$ cat config.mk
export PLATFORM = sky130hd
export DESIGN_NAME = wic_counter
export DESIGN_NICKNAME = d
export VERILOG_FILES = /design/src/hw/wic_counter.v /design/src/hw/wic_sync.v
export VERILOG_INCLUDE_DIRS = /design/src /design/src/common
export SDC_FILE = /design/constraint.sdc
export NUM_CORES = 1
export LEC_CHECK = 0
export BUFFER_PORTS_ARGS = -buffer_cell sky130_fd_sc_hd__buf_2
export CAP_MARGIN = 20
export CORE_MARGIN = 4
export CORE_UTILIZATION = 56
export DETAILED_ROUTE_END_ITERATION = 10
export GPL_TIMING_DRIVEN = 0
export HOLD_SLACK_MARGIN = 0.06
export PLACE_DENSITY = 0.85
export SLEW_MARGIN = 10
export SYNTH_ARGS = -nofsm -noshare
export SYNTH_HDL_FRONTEND = slang
export SYNTH_SLANG_ARGS = --single-unit
$ cat constraint.sdc
create_clock -name REF_CLK -period 4.75 [get_ports REF_CLK]
set_input_delay 0.475 -clock REF_CLK [delete_from_list [all_inputs] [get_ports REF_CLK]]
set_output_delay 0.475 -clock REF_CLK [all_outputs]
set_load 0.02 [all_outputs]
$ cat src/common/wic_regs.vh
// constants for the wrap interval counter
// assumes plain verilog-2005 includers
`ifndef WIC_REGS_VH
`define WIC_REGS_VH
`define WIC_CNT_W        32
`define WIC_PRE_W        16
`define WIC_PSEL_W       4
`define WIC_SYNC_STAGES  2
`define WIC_VAL_RESET    32'h00000000
`define WIC_TOP_RESET    32'h00000000
`define WIC_PSEL_RESET   4'h0
// write kinds used by the bench: none, control word, counter value or top value
`define WIC_WR_NONE      2'h0
`define WIC_WR_CTRL      2'h1
`define WIC_WR_VAL       2'h2
`define WIC_WR_TOP       2'h3
`endif

$ cat src/hw/wic_counter.v
// wrap interval counter: 16-bit prescaler feeding a 32-bit wrapping counter
// assumes oscillator ticks arrive as asynchronous square waves, sampled on REF_CLK
`timescale 1ns/1ps
`include "wic_regs.vh"
// What this block does
// - 32-bit up-counter advanced from a 16-bit prescaler that runs while enabled
// - prescaler runs from RC oscillator or 32 kHz oscillator, selectable
// - any prescaler stage may be chosen as the counter clock
// - finest tap gives 16 kHz counting from the 32 kHz source
// - prescaler not writable; software strobe clears it to zero
// - wrap at top value raises an interrupt each wrap period
// - counting continues in all sleep states except static
// - counter rate is source divided by two to the tap plus one
// - count up to top, then wrap to zero and set wrap flag
// - prescaler advances only once the enable bit is set
// - busy while a write crosses; further writes are discarded
module wic_counter #(
  parameter CNT_W  = `WIC_CNT_W,
  parameter PRE_W  = `WIC_PRE_W,
  parameter PSEL_W = `WIC_PSEL_W
) (
  input  wire              REF_CLK,
  input  wire              RESET,
  input  wire              RC_OSC,
  input  wire              XTAL_OSC,
  input  wire              STATIC_SLEEP,
  input  wire              CTRL_WR,
  input  wire              EN_IN,
  input  wire              CLK32_IN,
  input  wire [PSEL_W-1:0] PSEL_IN,
  input  wire              WAKE_EN_IN,
  input  wire              PCLR_STROBE,
  input  wire              VAL_WR,
  input  wire [CNT_W-1:0]  VAL_IN,
  input  wire              TOP_WR,
  input  wire [CNT_W-1:0]  TOP_IN,
  input  wire              IRQ_ENABLE,
  input  wire              IRQ_DISABLE,
  input  wire              WRAP_CLEAR,
  output reg               EN,
  output reg               CLK32,
  output reg  [PSEL_W-1:0] PSEL,
  output reg               WAKE_EN,
  output wire              BUSY,
  output reg  [CNT_W-1:0]  VAL,
  output reg  [CNT_W-1:0]  TOP,
  output reg               IRQ_MASK,
  output reg               WRAP_FLAG,
  output wire              IRQ,
  output wire              WAKEUP
);
  wire rc_s;
  wire xt_s;
  wire stat_s;
  reg  src_prev;
  reg  [PRE_W-1:0]  pre;
  reg  [PRE_W-1:0]  pre_prev;
  reg  [1:0]        busy_cnt;
  wire              src_sel;
  wire              src_rise;
  wire              tap_rise;
  wire              accept;
  wire              count_tick;
  wire              wrap_hit;
  wire              val_load;
  reg  [1:0]        next_busy_cnt;
  reg               next_en;
  reg               next_clk32;
  reg  [PSEL_W-1:0] next_psel;
  reg               next_wake_en;
  reg  [PRE_W-1:0]  next_pre;
  reg  [CNT_W-1:0]  next_val;
  reg  [CNT_W-1:0]  next_top;
  reg               next_irq_mask;
  reg               next_wrap_flag;

  wic_sync u_sync_rc (
    .clk (REF_CLK),
    .rst (RESET),
    .d   (RC_OSC),
    .q   (rc_s)
  );
  wic_sync u_sync_xt (
    .clk (REF_CLK),
    .rst (RESET),
    .d   (XTAL_OSC),
    .q   (xt_s)
  );
  wic_sync u_sync_st (
    .clk (REF_CLK),
    .rst (RESET),
    .d   (STATIC_SLEEP),
    .q   (stat_s)
  );

  // source choice
  assign src_sel  = CLK32 ? xt_s : rc_s;
  // static sleep halts both prescaler and counter; other sleeps do not
  assign src_rise = src_sel & ~src_prev & EN & ~stat_s;
  // rising edge of chosen stage: divides source by 2^(PSEL+1)
  assign tap_rise = pre[PSEL] & ~pre_prev[PSEL];

  // writes land on the next cycle and open a short busy window; writes during it are dropped
  assign BUSY   = (busy_cnt != 2'h0);
  assign accept = ~BUSY;

  always @(posedge REF_CLK) begin
    if (RESET) begin
      src_prev <= 1'b0;
    end else begin
      src_prev <= src_sel;
    end
  end

  // busy window and control shadow; one accepted write opens the window
  // limitation: oscillators must stay below a quarter of REF_CLK or edges are lost
  always @* begin
    next_busy_cnt = busy_cnt;
    next_en       = EN;
    next_clk32    = CLK32;
    next_psel     = PSEL;
    next_wake_en  = WAKE_EN;
    if (accept && (CTRL_WR || VAL_WR || TOP_WR)) begin
      next_busy_cnt = 2'h3;
    end else if (BUSY) begin
      next_busy_cnt = busy_cnt - 2'h1;
    end
    if (accept && CTRL_WR) begin
      next_en      = EN_IN;
      next_clk32   = CLK32_IN;
      next_psel    = PSEL_IN;
      next_wake_en = WAKE_EN_IN;
    end
  end

  always @(posedge REF_CLK) begin
    if (RESET) begin
      EN       <= 1'b0;
      CLK32    <= 1'b0;
      PSEL     <= `WIC_PSEL_RESET;
      WAKE_EN  <= 1'b0;
      busy_cnt <= 2'h0;
    end else begin
      EN       <= next_en;
      CLK32    <= next_clk32;
      PSEL     <= next_psel;
      WAKE_EN  <= next_wake_en;
      busy_cnt <= next_busy_cnt;
    end
  end

  always @* begin
    next_pre = pre;
    if (PCLR_STROBE) begin
      next_pre = {PRE_W{1'b0}};
    end else if (src_rise) begin
      next_pre = pre + {{(PRE_W-1){1'b0}}, 1'b1};
    end
  end

  always @(posedge REF_CLK) begin
    if (RESET) begin
      pre      <= {PRE_W{1'b0}};
      pre_prev <= {PRE_W{1'b0}};
    end else begin
      pre      <= next_pre;
      // clearing the history too keeps a cleared tap from faking an edge
      pre_prev <= PCLR_STROBE ? {PRE_W{1'b0}} : pre;
    end
  end

  assign count_tick = tap_rise & EN & ~stat_s;
  assign wrap_hit   = count_tick & (VAL == TOP);
  assign val_load   = accept & VAL_WR;

  always @* begin
    next_val       = VAL;
    next_top       = TOP;
    next_irq_mask  = IRQ_MASK;
    next_wrap_flag = WRAP_FLAG;
    if (accept && TOP_WR) begin
      next_top = TOP_IN;
    end
    if (val_load) begin
      next_val = VAL_IN;
    end else if (wrap_hit) begin
      next_val = `WIC_VAL_RESET;
    end else if (count_tick) begin
      next_val = VAL + {{(CNT_W-1){1'b0}}, 1'b1};
    end
    if (IRQ_ENABLE) begin
      next_irq_mask = 1'b1;
    end else if (IRQ_DISABLE) begin
      next_irq_mask = 1'b0;
    end
    // set beats clear in the same cycle
    if (wrap_hit && !val_load) begin
      next_wrap_flag = 1'b1;
    end else if (WRAP_CLEAR) begin
      next_wrap_flag = 1'b0;
    end
  end

  always @(posedge REF_CLK) begin
    if (RESET) begin
      VAL       <= `WIC_VAL_RESET;
      TOP       <= `WIC_TOP_RESET;
      IRQ_MASK  <= 1'b0;
      WRAP_FLAG <= 1'b0;
    end else begin
      VAL       <= next_val;
      TOP       <= next_top;
      IRQ_MASK  <= next_irq_mask;
      WRAP_FLAG <= next_wrap_flag;
    end
  end

  assign IRQ    = WRAP_FLAG & IRQ_MASK;
  assign WAKEUP = WRAP_FLAG & WAKE_EN;
endmodule // wic_counter

$ cat src/hw/wic_sync.v
// two-stage synchroniser for one level
// assumes the input comes from outside the ref_clk domain
`timescale 1ns/1ps
module wic_sync (
  input  wire clk,
  input  wire rst,
  input  wire d,
  output reg  q
);
  reg meta;
  always @(posedge clk) begin
    if (rst) begin
      meta <= 1'b0;
      q    <= 1'b0;
    end else begin
      meta <= d;
      q    <= meta;
    end
  end
endmodule // wic_sync

=== Word-level counts from Yosys, hierarchy flattened ===
Cells that the tools add are included.

* Register bits: 114
* Output and inout port bits: 76

* Add/subtract/negate cells: 3
* Order comparisons: 1
* Equal/unequal tests: 1
* Multiplexer cells: 14
* Bitwise operators: 14
* Reduce and logical (&&, ||, !) cells: 13

{| class="wikitable"
|+ Operators with widths
! kind !! number
|-
| $mux W32 || 3
|-
| $add A32 B1 Y32 const B || 1
|-
| $eq A32 B32 Y1 || 1
|-
| $add A16 B1 Y16 const B || 1
|-
| $and A1 B1 Y1 || 10
|-
| $bmux W1 S4 || 2
|-
| $reduce_bool A2 Y1 || 4
|-
| $mux W1 || 7
|-
| $lt A4 B5 Y1 const B || 1
|-
| $logic_and A1 B1 Y1 || 4
|-
| $mux W2 || 2
|-
| $not A1 Y1 || 4
|-
| $reduce_bool A3 Y1 || 1
|-
| $logic_or A1 B1 Y1 || 2
|-
| $reduce_or A2 Y1 || 1
|-
| $sub A2 B1 Y2 const B || 1
|-
| $logic_not A1 Y1 || 1
|}

=== Depth between registers and ports, before layout ===
* Depth in word-level cells: 9
* Mapped depth: 11
* Gate-level depth less buffers: 8

=== Hierarchy ===
A second synthesis with hierarchy kept.

* Cells, all modules: 676
* Area, all modules: 5,444.0 sq um

{| class="wikitable"
|+ By module, submodules not included
! module !! times used !! cells an instance !! area an instance (sq um) !! seq. area each (sq um)
|-
| wic_counter || 1 || 664 || 5,286.3 || 2,162.1
|-
| wic_sync || 3 || 4 || 52.6 || 40.0
|}

=== Worst setup path after synthesis ===
OpenSTA, ideal clock, no wires.

* Path type: register to register
* Start point: register VAL[0]
* End point: register VAL[24]
* Library setup time: 0.091 ns
* Arrival: 2.435 ns
* Required time: 4.659 ns
* Setup slack: 2.224 ns
* Stages on the path, launching flop included: 7
* Path buffers: 0
* Clock period less this slack: 2.526 ns
* Cells stage by stage: dfxtp_1 > ha_1 > nand3_1 > or2_2 > or4_1 > or4_1 > a311oi_1

* Cells in the longest elaborated chain, start to end: 4

{| class="wikitable"
|+ Ends and longest elaborated chain
! what !! RTL line !! RTL
|-
| from (decl) || wic_counter.v:45 || <nowiki>output reg [CNT_W-1:0] VAL,</nowiki>
|-
| from (signal assigned) || wic_counter.v:206 || <nowiki>VAL <= `WIC_VAL_RESET;</nowiki>
|-
| from (signal assigned) || wic_counter.v:211 || <nowiki>VAL <= next_val;</nowiki>
|-
| $add A32 B1 Y32 or $eq A32 B32 Y1 (tied branches) || wic_counter.v:189, wic_counter.v:173 ||
|-
| $mux W32 or $and A1 B1 Y1 (tied branches) || wic_counter.v:188, wic_counter.v:173 ||
|-
| $mux W32 || wic_counter.v:186 || <nowiki>end else if (wrap_hit) begin</nowiki>
|-
| $mux W32 || wic_counter.v:184 || <nowiki>if (val_load) begin</nowiki>
|}

Several ways; a longest one is shown, not always the timed one. The select of a mux whose other input is x is not followed.
A chain may end at the register's enable or synchronous reset.

=== Worst setup path in the final report ===
* Start point: register VAL[7]
* End point: register VAL[30]

Same word-level chain as after synthesis.

==> summary.txt <==
Mapped Area = 5440 um^2
clock skew = 10.3 ps
arrival time at the worst endpoint = 3610 ps
WL final = 19000 um
Most used DFF post-synth = dfxtp_1
Syn Nets = 764
Vias/cell = 5.91
nets = 940
latest clock arrival within the worst-skew pair = 520 ps
critical path's largest stage delay = 620 ps
register bit count reported by yosys = 114
Top Layer Used = met5
pin count of the biggest net entering global routing = 17
antenna-violating nets left = 0
placed wire-length estimate = 13800 um
placer congestion estimate = 0.985
1st-pass router iterations = 5
first-pass GRT wire length = 29400 um
FILL cells = 688
Comb power frac = 16.1%
DR vias = 5887
max-slew violation count = 0
library cells used by synthesis = 46
HP Class = primary input to flip-flop
H-Tree Depth = 4
HP Start = IRQ_ENABLE
Slew headroom = 35.5%
crit-path cells = clkbuf_1, xor2_1, nor4_1, nand4_1, nor2_1, o21bai_2, buf_6, clkbuf_1, o21a_1, nor4_1
full die area = 11400 um^2
Syn Inst Count = 678
Root Driver = clkbuf_8
final worst-path cycle share = 68.2%
RSZ-0062 raised after global routing = no
placed cells = 964
outcome = complete, no violations
CTS tree = built
GRT Util Overall = 33.2%
Rows = 35
DRC = 0
critical path's slowest cell = nor2_1
Die Y = 107 um
Crit Path Class = flip-flop to flip-flop
share of cells above drive strength 1 = 23.4%
syn avg cell area = 8.03 um^2
Starting Density = 58.3%
number of setup buffers added after CTS = 0
Net Sw Frac = 30.8%
final hold slack = 172 ps
yosys warns = 0
port bufs = 157
Int Pwr = 0.00197 W
met3 WL = 2240 um
DRT iter0 DRCs = 620
M1 wire length = 7530 um
Final TNS setup = 0 ps
vias in the first global route = 5670
fin crit period = 3240 ps
Reg power frac = 39.2%
peak fanout along the critical path = 10
CTS Buf Count = 17
non-filler cells, final = 996
PwrDens = 407 nW/um^2
net switching power = 0.000876 W
Critical Path Source Type = flip-flop
top post-synthesis cells by area = dfxtp_1, nand2_1, xor2_1
FF-to-FF Start = VAL[7]$_SDFFE_PP0P_
CORE AREA = 9330 um^2
Leak = 2.95 nW
worst path required time = 5120 ps
sequential share of the synthesized area = 41.9%
peak supply drop = 0.000253 V
clock group share of total power = 44.7%
post-synth top area cell = dfxtp_1
final hold violations = 0
CTS max path bufs = 2
Fmax achieved = 0.308 GHz
EDFF count, synth = 0
setup violators final = 0
io pins = 159
max-cap violation count = 0
crit-path leading delay family = simple AND/OR/NAND/NOR gates
grt total ovfl = 0
ys async rst share = 0%
Crit path buffers/inverters = 3
top-area cell type share of the netlist area = 41.9%
top post-synthesis cells by count = dfxtp_1, nand2_1, nor2_1, a21oi_1, xor2_1
cts hold-fix bufs = 0
die width = 107 um
Resize count post-CTS = 0
average wire per standard cell = 19.0 um
synthesis-to-layout area growth = 28.3%
Sink Count = 114
met2 WL = 8630 um
critical path endpoint category = flip-flop
origin of the worst setup path = VAL[7]$_SDFFE_PP0P_
initial antenna violation count = 1
worst slew pin tran = 961 ps
number of diodes = 0
clock slew at reported path FFs = 60 ps
[worst paths after layout]
check	to	slack (ps)	cells past startpoint
max	VAL[30]$_SDFFE_PP0P_	1510	10
max reg2reg	VAL[30]$_SDFFE_PP0P_	1510	10
min reg2reg	u_sync_xt.q$_SDFF_PP0_	450	1
min	IRQ_MASK$_SDFFE_PP0P_	170	3
[cells in the final DEF (no fill, tap or decap), types with 10 or more instances in the layout]
cell type    n
nand2_1    114
nor4_1      12
clkbuf_16   16
and2_1      24
a211oi_1    10
buf_2      158
nand4_1     12
or3_1       18
nand3_1     27
a31oi_1     18
xor2_1      47
nor2b_1     13
dfxtp_1    114
o21ai_0     23
nor2_1      64
clkbuf_1    38
a21oi_1     49
[flip-flops by register name, summed over array words and instances (netlist names), 2 cells and up]
name      cells
VAL          32
pre          16
PSEL          4
TOP          32
pre_prev     16
busy_cnt      2
[kinds of logic (layout without fill, tap and decap cells)]
kind of cell | count (synthesis) | count (layout) | synth area share, %
and+or+nand+nor | 327 | 327 | 29.9
AOI/OAI and AO/OA | 132 | 132 | 15.1
DFF | 114 | 114 | 41.9
xor gates and xnor gates | 52 | 52 | 8.37
buffers and inverters | 48 | 237 | 3.61
adders and majority gates | 3 | 3 | 0.690
muxes | 2 | 2 | 0.368
[routing by layer]
metal,GRT usage [%],vias up
met4,13.9,2
met2,52.4,384
li1,-,2724
met1,41.9,2715
met3,10.6,62
met5,0,-
[power by group through the flow]
stage               registers [W]  logic [W]  clock network [W]
floorplan                 0.00117   0.000216                  0
global placement          0.00112   0.000437                  0
detailed placement        0.00113   0.000446                  0
CTS                       0.00111   0.000454            0.00127
global route              0.00112   0.000498            0.00132
finish                    0.00111   0.000457            0.00127
[through the flow]
step	total power [W]	area (um^2)	setup WS, ps	util [%]
6_report	0.00284	6980	1510	74.8
5_1_grt	0.00293	6980	1340	74.8
4_1_cts	0.00283	6980	1600	74.8
3_5_place_dp	0.00157	6390	1620	68.5
3_3_place_gp	0.00156	6390	1610	68.5
2_1_floorplan	0.00138	5440	2220	-
[worst reg2reg max path, delay by kind of cell, from the launching register on]
kind                   cells  cell delay (ps)
AND/OR/NAND/NOR            4             1130
buffers and inverters      3              960
AO/OA/AOI/OAI              2              540
flip-flops                 1              330
XOR/XNOR                   1              120
[layout make-up]
type	count	area [um^2]	share of cell area, %
multi-input combinational	516	2960	42.4
inverter	6	22.5	0.323
timing repair buffer	157	786	11.3
sequential	114	2280	32.7
tap	129	161	2.31
clock inverter	13	151	2.17
clock buffer	19	442	6.33
buffer	42	174	2.49
No activity file was read; power rests on OpenSTA's default activity.
